===== src/lbt_defs.svh =====
// Constants of the bit timing services: identifiers, commands, codes, times
`ifndef LBT_DEFS_SVH
`define LBT_DEFS_SVH
`define LBT_ID_REQ 11'h7E5
`define LBT_ID_RSP 11'h7E4
`define LBT_CMD_CFG 8'h13
`define LBT_CMD_ACT 8'h15
`define LBT_CMD_STORE 8'h17
`define LBT_ERR_OK 8'h00
`define LBT_ERR_UNSUP 8'h01
`define LBT_ERR_MEDIA 8'h02
`define LBT_ERR_IMPL 8'hFF
`define LBT_TBL_STD 8'h00
`define LBT_TBL_MFR_MIN 8'h80
`define LBT_IDX_MAX 8'h08
`define LBT_CLK_MHZ 200
`define LBT_UNIT_US 1000
`define LBT_MS_CYCLES (`LBT_CLK_MHZ * `LBT_UNIT_US)
`define LBT_REG_CTRL 4'h0
`define LBT_REG_STAT 4'h4
`define LBT_REG_IRQ 4'h8
`define LBT_REG_MASK 4'hC
`endif


===== src/lbt_pkg.sv =====
// Types shared by both ends of the bit timing services
package lbt_pkg;
	typedef logic [7:0] lbt_byte_t;
	typedef lbt_byte_t [7:0] lbt_frame_t;
	typedef logic [3:0] lbt_rate_t;
endpackage : lbt_pkg


===== src/lbt_if.sv =====
// Frame link between the service master and the slave
`timescale 1ns/1ps
interface lbt_if;
	logic req_valid;
	logic [10:0] req_id;
	lbt_pkg::lbt_frame_t req_data;
	logic rsp_valid;
	logic [10:0] rsp_id;
	lbt_pkg::lbt_frame_t rsp_data;
	modport master (output req_valid, req_id, req_data,
		input rsp_valid, rsp_id, rsp_data);
	modport slave (input req_valid, req_id, req_data,
		output rsp_valid, rsp_id, rsp_data);
endinterface : lbt_if


===== src/lbt_slave.sv =====
// Slave end: configure, activate and store bit timing services
//
// The address map and the Avalon-MM slave port were left to the implementer.
`timescale 1ns/1ps
`include "lbt_defs.svh"
module lbt_slave #(
	parameter int MS_CYCLES = `LBT_MS_CYCLES,
	parameter logic [7:0] MFR_ENTRIES = 8'h00
) (
	input wire logic ref_clk,
	input wire logic rst_n,
	lbt_if.slave link,
	input wire logic cfg_mode,
	output logic [3:0] rate_q,
	output logic [3:0] pending_rate_q,
	output logic tx_quiet_q,
	output logic store_req_q,
	input wire logic store_done,
	input wire logic [7:0] store_err
);
	import lbt_pkg::*;
	typedef enum logic [1:0] {LBT_IDLE, LBT_WAIT1, LBT_WAIT2} lbt_act_t;
	// ============================================================
	// Request decode
	lbt_act_t act_q;
	logic [15:0] delay_q;
	logic [15:0] ms_cnt_q;
	logic [31:0] tick_q;
	logic [7:0] cfg_err_d;
	logic take;
	logic rsp_quiet_block;
	assign take = link.req_valid && link.req_id == `LBT_ID_REQ
		&& cfg_mode;
	assign rsp_quiet_block = (act_q == LBT_WAIT2);
	// Result code for a configure request
	always_comb begin
		if (link.req_data[1] == `LBT_TBL_STD) begin
			cfg_err_d = (link.req_data[2] <= `LBT_IDX_MAX) ?
				`LBT_ERR_OK : `LBT_ERR_UNSUP;
		end else if (link.req_data[1] >= `LBT_TBL_MFR_MIN &&
			link.req_data[2] < MFR_ENTRIES) begin
			cfg_err_d = `LBT_ERR_OK;
		end else begin
			cfg_err_d = `LBT_ERR_UNSUP;
		end
	end
	// ============================================================
	// Configured rate, held apart from the stored copy
	always_ff @(posedge ref_clk or negedge rst_n) begin
		if (!rst_n) begin
			pending_rate_q <= 4'h0;
		end else if (take && link.req_data[0] == `LBT_CMD_CFG
			&& cfg_err_d == `LBT_ERR_OK) begin
			pending_rate_q <= link.req_data[2][3:0];
		end
	end
	// ============================================================
	// Activate: two equal delays measured in milliseconds
	// The first delay leaves time for every slave on the bus to take
	// the request before anyone changes its timing; the second keeps
	// this end silent while slower slaves finish their own switch.
	// A delay of zero switches two cycles after the request and ends one cycle later.
	logic act_take;
	logic period_done;
	logic tick_wrap;

	// Activate accepted only from rest; a request during the delays is
	// dropped so that a stray frame cannot restart the countdown
	assign act_take = (act_q == LBT_IDLE) && take
		&& link.req_data[0] == `LBT_CMD_ACT;

	// One delay period is over once the millisecond count reaches it
	assign period_done = (act_q != LBT_IDLE) && (ms_cnt_q >= delay_q);

	// Last clock cycle of one millisecond
	assign tick_wrap = (tick_q == 32'(MS_CYCLES - 1));

	// Sequencer: rest, first delay, second delay
	always_ff @(posedge ref_clk or negedge rst_n) begin
		if (!rst_n) begin
			act_q <= LBT_IDLE;
		end else begin
			unique case (act_q)
				LBT_IDLE: begin
					if (act_take) begin
						act_q <= LBT_WAIT1;
					end
				end
				LBT_WAIT1: begin
					if (period_done) begin
						act_q <= LBT_WAIT2;
					end
				end
				LBT_WAIT2: begin
					if (period_done) begin
						act_q <= LBT_IDLE;
					end
				end
				default: begin
					act_q <= LBT_IDLE; // Unused code falls back to rest
				end
			endcase
		end
	end

	// Delay value, byte 1 low and byte 2 high, kept for both periods
	always_ff @(posedge ref_clk or negedge rst_n) begin
		if (!rst_n) begin
			delay_q <= 16'h0000;
		end else if (act_take) begin
			delay_q <= {link.req_data[2], link.req_data[1]};
		end
	end

	// Milliseconds elapsed in the running period
	// Cleared at each period boundary so both periods have one length
	always_ff @(posedge ref_clk or negedge rst_n) begin
		if (!rst_n) begin
			ms_cnt_q <= 16'h0000;
		end else if (act_take || period_done) begin
			ms_cnt_q <= 16'h0000;
		end else if (act_q != LBT_IDLE && tick_wrap) begin
			ms_cnt_q <= ms_cnt_q + 16'h0001;
		end
	end

	// Clock cycles within the running millisecond
	always_ff @(posedge ref_clk or negedge rst_n) begin
		if (!rst_n) begin
			tick_q <= 32'h0000_0000;
		end else if (act_take || period_done || tick_wrap) begin
			tick_q <= 32'h0000_0000;
		end else if (act_q != LBT_IDLE) begin
			tick_q <= tick_q + 32'h0000_0001;
		end
	end

	// Active rate follows the configured one at the end of the first delay
	// A rate configured later is only used by the next activate
	always_ff @(posedge ref_clk or negedge rst_n) begin
		if (!rst_n) begin
			rate_q <= 4'h0;
		end else if (period_done && act_q == LBT_WAIT1) begin
			rate_q <= pending_rate_q;
		end
	end

	// Transmit silence for the whole second delay
	always_ff @(posedge ref_clk or negedge rst_n) begin
		if (!rst_n) begin
			tx_quiet_q <= 1'b0;
		end else if (period_done) begin
			tx_quiet_q <= (act_q == LBT_WAIT1);
		end
	end

	// ============================================================
	// Store handshake with the non-volatile memory
	always_ff @(posedge ref_clk or negedge rst_n) begin
		if (!rst_n) begin
			store_req_q <= 1'b0;
		end else if (store_done) begin
			store_req_q <= 1'b0;
		end else if (take && link.req_data[0] == `LBT_CMD_STORE) begin
			store_req_q <= 1'b1;
		end
	end
	// ============================================================
	// Answer frames; none for activate, none while quiet
	always_ff @(posedge ref_clk or negedge rst_n) begin
		if (!rst_n) begin
			link.rsp_valid <= 1'b0;
			link.rsp_id <= 11'h000;
			link.rsp_data <= '0;
		end else begin
			link.rsp_valid <= 1'b0;
			if (!rsp_quiet_block && take &&
				link.req_data[0] == `LBT_CMD_CFG) begin
				link.rsp_valid <= 1'b1;
				link.rsp_id <= `LBT_ID_RSP;
				link.rsp_data <= '0;
				link.rsp_data[0] <= `LBT_CMD_CFG;
				link.rsp_data[1] <= cfg_err_d;
			end else if (!rsp_quiet_block && store_req_q && store_done) begin
				link.rsp_valid <= 1'b1;
				link.rsp_id <= `LBT_ID_RSP;
				link.rsp_data <= '0;
				link.rsp_data[0] <= `LBT_CMD_STORE;
				link.rsp_data[1] <= store_err;
			end
		end
	end
endmodule : lbt_slave


===== src/flat_wrapper.sv =====
// flat-port wrapper written by rule: the top's interface ports become plain ports
module lbt_slave_flat import lbt_pkg::*;
#(
	parameter int MS_CYCLES = `LBT_MS_CYCLES,
	parameter logic [7:0] MFR_ENTRIES = 8'h00
)
  (ref_clk, rst_n, cfg_mode, rate_q, pending_rate_q, tx_quiet_q, store_req_q, store_done, store_err, link_req_valid, link_req_id, link_req_data, link_rsp_valid, link_rsp_id, link_rsp_data);
  lbt_if link_i ();
  input wire logic ref_clk;
  input wire logic rst_n;
  input wire logic cfg_mode;
  output logic [3:0] rate_q;
  output logic [3:0] pending_rate_q;
  output logic tx_quiet_q;
  output logic store_req_q;
  input wire logic store_done;
  input wire logic [7:0] store_err;
  input wire logic [$bits(link_i.req_valid)-1:0] link_req_valid;
  input wire logic [$bits(link_i.req_id)-1:0] link_req_id;
  input wire logic [$bits(link_i.req_data)-1:0] link_req_data;
  output wire logic [$bits(link_i.rsp_valid)-1:0] link_rsp_valid;
  output wire logic [$bits(link_i.rsp_id)-1:0] link_rsp_id;
  output wire logic [$bits(link_i.rsp_data)-1:0] link_rsp_data;
  assign link_i.req_valid = link_req_valid;
  assign link_i.req_id = link_req_id;
  assign link_i.req_data = link_req_data;
  assign link_rsp_valid = link_i.rsp_valid;
  assign link_rsp_id = link_i.rsp_id;
  assign link_rsp_data = link_i.rsp_data;
  lbt_slave #(.MS_CYCLES(MS_CYCLES), .MFR_ENTRIES(MFR_ENTRIES)) u_core (.ref_clk(ref_clk), .rst_n(rst_n), .link(link_i), .cfg_mode(cfg_mode), .rate_q(rate_q), .pending_rate_q(pending_rate_q), .tx_quiet_q(tx_quiet_q), .store_req_q(store_req_q), .store_done(store_done), .store_err(store_err));
endmodule

===== config.mk =====
export PLATFORM = sky130hd
export DESIGN_NAME = lbt_slave_flat
export DESIGN_NICKNAME = d
export VERILOG_FILES = /design/src/lbt_pkg.sv /design/src/lbt_if.sv /design/src/lbt_slave.sv /design/src/flat_wrapper.sv
export VERILOG_INCLUDE_DIRS = /design/src
export SDC_FILE = /design/constraint.sdc
export NUM_CORES = 1
export LEC_CHECK = 0
export BUFFER_PORTS_ARGS = -buffer_cell sky130_fd_sc_hd__buf_2
export CORE_ASPECT_RATIO = 0.8
export CORE_MARGIN = 4
export CORE_UTILIZATION = 45
export DETAILED_ROUTE_END_ITERATION = 10
export PLACE_DENSITY_LB_ADDON = 0.12
export SLEW_MARGIN = 20
export SYNTH_ARGS = -nofsm -noshare
export SYNTH_HDL_FRONTEND = slang
export SYNTH_SLANG_ARGS = --single-unit

===== constraint.sdc =====
create_clock -name ref_clk -period 2.5 [get_ports ref_clk]
set_clock_uncertainty 0.1 [all_clocks]
set_input_delay 0.375 -clock ref_clk [delete_from_list [all_inputs] [get_ports ref_clk]]
set_output_delay 0.375 -clock ref_clk [all_outputs]
set_load 0.05 [all_outputs]

==> After elaboration in Yosys (flattened, before gate mapping) <==
Index checks and enable logic that the tools add are counted.
{ "classes": {"add_sub_neg": 2, "n_lt_le_gt_ge": 4, "n_eq_ne": 10, "muxes": 19, "reduce_logical": 27} }
{ "ops": {"columns": ["op", "n"], "rows": [
  ["$mux W64", 2],
  ["$mux W32", 2],
  ["$add A32 B1 Y32 const B", 1],
  ["$eq A32 B18 Y1 const B", 1],
  ["$mux W16", 2],
  ["$eq A8 B5 Y1 const B", 3],
  ["$mux W11", 2],
  ["$add A16 B1 Y16 const B", 1],
  ["$ge A16 B16 Y1", 1],
  ["$logic_not A8 Y1", 2],
  ["$logic_and A1 B1 Y1", 15],
  ["$eq A11 B11 Y1 const B", 1],
  ["$reduce_bool A2 Y1", 5],
  ["$ge A8 B8 Y1 const B", 1],
  ["$le A8 B4 Y1 const B", 1],
  ["$lt A8 B1 Y1 const B", 1],
  ["$mux W8", 1],
  ["$mux W1", 6],
  ["$mux W2", 3],
  ["$pmux W2 S3", 1],
  ["$ne A2 B1 Y1 const B", 2],
  ["$reduce_and A3 Y1", 1],
  ["$eq A2 B1 Y1 const B", 1],
  ["$eq A2 B2 Y1 const B", 1],
  ["4 further kinds", 5]
]} }
{ "word_totals": {"register_bits": 152, "inputBits": 88, "out_inout_bits": 86} }

==> Depth between registers and ports, before layout <==
{ "logic_depth": {"ltp_word": 8, "mapped_depth": 10, "depth_no_buf": 8} }

==> Worst setup path before layout <==
Ideal clock, no wire load.
{ "synth_timing": {"kind": "reg-to-reg", "start": "reg u_core.ms_cnt_q[0]", "end": "reg u_core.tick_q[10]", "t_arrival_ps": 2119, "t_required_ps": 2314, "setup_slack_ps": 195, "stages_incl_launch_ff": 11, "path_cell_list": "dfrtp_1 > inv_1 > ha_1 > nand2b_1 > a2111oi_0 > or4_1 > nand3_2 > a21bo_2 > buf_2 > buf_2 > nor3_1"} }
{ "synth_between": {"elab_chain_len": 5, "elab_cells_between_ends": 6} }
{ "synth_rtl": {"columns": ["item", "line_no", "rtl"], "rows": [
  ["start, declared", "lbt_slave.sv:27", "logic [15:0] ms_cnt_q;"],
  ["start signal, assigned", "lbt_slave.sv:123", "ms_cnt_q <= ms_cnt_q + 16'h0001;"],
  ["$ge A16 B16 Y1 (*)", "lbt_slave.sv:73", "assign period_done = (act_q != LBT_IDLE) && (ms_cnt_q >= delay_q);"],
  ["$logic_and A1 B1 Y1 (*)", "lbt_slave.sv:73", null],
  ["$logic_or A1 B1 Y1 (*) (2 in a row)", "lbt_slave.sv:131", "end else if (act_take || period_done || tick_wrap) begin"],
  ["$mux W32 / $reduce_bool A2 Y1 (equally long branches)", null, null],
  ["end signal, assigned", "lbt_slave.sv:134", "tick_q <= tick_q + 32'h0000_0001;"],
  ["end, declared", "lbt_slave.sv:28", "logic [31:0] tick_q;"]
]} }
Mark *: on every way between the ends. The rest lies on a longest branch, timed or not.
A chain may end at the register's enable or synchronous reset.

==> Worst setup path in the final report <==
{ "layout_timing": {"start": "reg u_core.ms_cnt_q[15]", "end": "reg u_core.rate_q[0]"} }
{ "layout_between": {"elab_chain_len": 3} }
{ "layout_rtl": {"columns": ["item", "line_no", "rtl"], "rows": [
  ["$ge A16 B16 Y1", "lbt_slave.sv:73", null],
  ["$logic_and A1 B1 Y1", "lbt_slave.sv:73", null],
  ["$logic_and A1 B1 Y1", "lbt_slave.sv:143", "end else if (period_done && act_q == LBT_WAIT1) begin"],
  ["end signal, assigned", "lbt_slave.sv:144", "rate_q <= pending_rate_q;"],
  ["end, declared", "lbt_slave.sv:14", "output logic [3:0] rate_q,"]
]} }
Every way passes these cells.

==> qor.txt <==
net switching power figure = 752 uW
Worst-Margin Slew = 0.802 ns
crit path launch type = register
Synth-to-Final Area Change = 16.3%
Tcrit/Tclk final = 0.963
Sw Share = 0.251
CTS buffer count = 9
Data required, critical path = 2.62 ns
reg2reg setup slack = 0.09 ns
# fillers = 964
vias per cell = 5.01
RSZ-0062 raised after global routing = no
fin area = 0.00587 mm^2
vias after detailed routing = 3689
critical path endpoint category = register
number of port buffers = 77
core area = 0.0109 mm^2
global-route layer with the greatest usage = met2
final-report hold violation count = 0
IO Pins = 174
pwr dens = 510 mW/mm^2
Clock transition at path regs = 0.06 ns
GRT met1 Usage = 0.228
clock sink count = 87
Ant. Diodes = 0
TritonCTS clock tree = done
hold endpoint = u_core.store_req_q
Slew Viols, Final = 0
Tot Pwr = 3000 uW
GPL Wtd Cong = 0.804
Synth Area in Simple Gates = 0.214
first-pass GRT wire length = 17600 um
die height = 103 um
multi-input logic area = 0.00249 mm^2
Compound-Gate Fraction of Synth Area = 0.0473
Global Route met2 Usage = 0.272
worst min path class = in -> reg
status = completed
final net count = 693
max-capacitance violation count = 0
Yosys top cell area share = 0.431
num rows = 34
GRT Residual Overflow = 0
Pint = 2240 uW
Worst Path Class, Setup = reg -> reg
Reg2Reg Depth = 7
clk root buf = clkbuf_16
Avg WL per Cell = 14.9 um
Global Route Usage Sum = 0.170
main combinational cell family by area after synthesis = simple AND/OR/NAND/NOR gates
HP Start = store_done
cell taking the most area after synthesis = dfrtp_1
Die Footprint = 0.0130 mm^2
top cells by area, synth = dfrtp_1 (43%), buf_4 (9.7%), mux2_2 (5.4%)
r2r startpoint = u_core.ms_cnt_q[15]
Post-Synth XOR/XNOR Area = 0.0781
post-synthesis adder-cell area fraction = 0.0446
synthesized instance count = 493
Synth cell types = 57
Critical-path top delay cell = or4_4
initial core utilization = 0.462
CP cell instances = ha_4 > and4_4 > o211ai_1 > or4_4 > nand3_4 > and2b_2 > mux2_2
#FFs+latches synth = 87
mux share of post-synthesis cell area = 0.0535
vias in the first global route = 3574
utilization after layout = 0.537
First-pass DRT Iterations = 4
RR Endpoint = u_core.rate_q[0]
largest net degree at the start of global routing = 67
DRT antenna net count = 0
dpl cell area = 0.00550 mm^2
total wire length = 11000 um
leakage = 0.00298 uW
placed instance count = 717
Storage cell area = 0.00218 mm^2
DR iter-0 viols = 228
hpwl dp = 8260 um
hold path depth = 2
Post-synth EDFFs = 0
CP max FO = 5
average cell area after synthesis = 10.2 um^2
combinational power share = 0.089
CP peak stage delay = 0.44 ns
endpoints failing setup = 0
initial antenna violation count = 0
FMAX = 415 MHz
Slew HR = 0.465
ys async rst share = 1.00
Seq pwr share = 0.470
share of layout cells above drive strength 1 = 0.291
ys flop type = dfrtp_1
clock share of power = 0.441
Ys Warns = 0
fin crit period = 2.41 ns
H-tree depth = 3
clk_lat worst skew = 0.34 ns
Die X = 126 um
Post-Syn Area = 0.00505 mm^2
Longest Clk Path Bufs = 2
Worst Path Arrival = 2.53 ns
# DRC = 0
register area share after synthesis = 0.431
grt met3 use = 0.0539
non-filler cells, final = 736
Worst VDD drop = 278 uV
area by class of cell:
class	count	share of cell area
Clock buffer	13	0.0426
Clock inverter	3	0.00724
Inverter	21	0.0134
Multi-Input combinational cell	360	0.425
Sequential cell	87	0.371
Tap cell	144	0.0307
Timing Repair Buffer	108	0.110
placed cells by master, fill, tap and decap left out, drive strengths merged, types with 3 or more instances in the layout:
cell	synthesis	final
a21oi	13	13
a22o	7	7
and3	9	9
and4	5	5
buf	77	107
clkbuf	4	13
conb	1	56
dfrtp	87	87
ha	18	18
inv	21	21
mux2	24	24
nand2	18	18
nand2b	5	5
nand3	27	27
nand4	11	11
nand4b	3	3
nor2	45	45
nor3	21	21
nor4	12	12
nor4b	6	6
o21ai	5	5
or2	5	5
or4	3	3
xnor2	25	25
xor2	20	20
state kept, by name, indices dropped and copies added (netlist names), 2 cells and up:
name	flops
u_core.link.rsp_data	9
u_core.delay_q	16
u_core.pending_rate_q	4
u_core.tick_q	32
u_core.rate_q	4
u_core.ms_cnt_q	16
u_core.act_q	2
through the flow:
step	hold slack (ns)	setup TNS [ns]	setup slack [ns]
6_report	0.105	0	0.0923
5_1_grt	0.0962	0	0.00301
4_1_cts	0.0894	0	0.0600
3_5_place_dp	0.195	-0.495	-0.0303
3_3_place_gp	0.190	0	0.0310
2_1_floorplan	-0.0206	0	0.195
cell usage after synthesis, types with 4 or more instances:
cell type  instances
clkbuf_1           4
nor4b_1            5
a21oi_1           13
mux2_2            24
inv_1             21
nand2b_1           5
nand2_1           17
a22o_1             7
and4_1             5
xor2_1            20
o21ai_0            5
nor3_1            18
nor2_1            44
nand4_1           11
xnor2_1           25
buf_2              8
dfrtp_1           87
nor4_1             8
buf_4             65
nand3_1           25
and3_1             9
ha_1              18
critical path, delay by kind of cell, from the launching register on:
kind	cells	cell delay, ns
mux	1	0.35
flops	1	0.43
simple gates	4	1.02
fa+ha+maj	1	0.29
compound gates	1	0.09
power by group through the flow:
stage               logic, uW  registers [uW]  clock network (uW)
floorplan                 258            1430                   0
global placement          264            1430                   0
detailed placement        266            1430                   0
CTS                       267            1410                1360
global route              281            1410                1430
finish                    267            1410                1320
cell families (layout without fill, tap and decap cells):
logic type      after synthesis  count (layout)
compound gates               36              37
xor+xnor                     45              45
fa+ha+maj                    18              18
buf+inv                     102             145
flops                        87              87
mux                          24              24
other cells                   1              56
simple gates                180             180
layer usage:
metal	share of wire	vias up
met3	0.081	11
met5	0	-
met2	0.45	139
met1	0.45	1768
met4	0.012	0
li1	-	1771
how the worst max path moves through the flow:
| stage | start | end | slack, ns |
|---|---|---|---|
| finish | u_core.ms_cnt_q[15] | u_core.rate_q[0] | 0.09 |
| floorplan | u_core.ms_cnt_q[0] | u_core.tick_q[10] | 0.19 |
| detailed placement | u_core.ms_cnt_q[13] | u_core.tick_q[27] | -0.03 |
| global route | u_core.delay_q[11] | u_core.rate_q[2] | 0.003 |
| CTS | u_core.ms_cnt_q[15] | u_core.rate_q[0] | 0.06 |
| global placement | u_core.ms_cnt_q[9] | u_core.tick_q[20] | 0.03 |
repair_timing:
| item | CTS | global route |
|---|---|---|
| endpoints found under the hold margin | 21 | 0 |
| gates cloned | 0 | 1 |
| gates resized for setup | 2 | 8 |
| hold buffers | 1 | 0 |
| pin swaps | 0 | 1 |
| buffers inserted | 0 | 1 |
| endpoints found under the setup margin | 32 | 48 |
No activity file was read; power rests on OpenSTA's default activity.
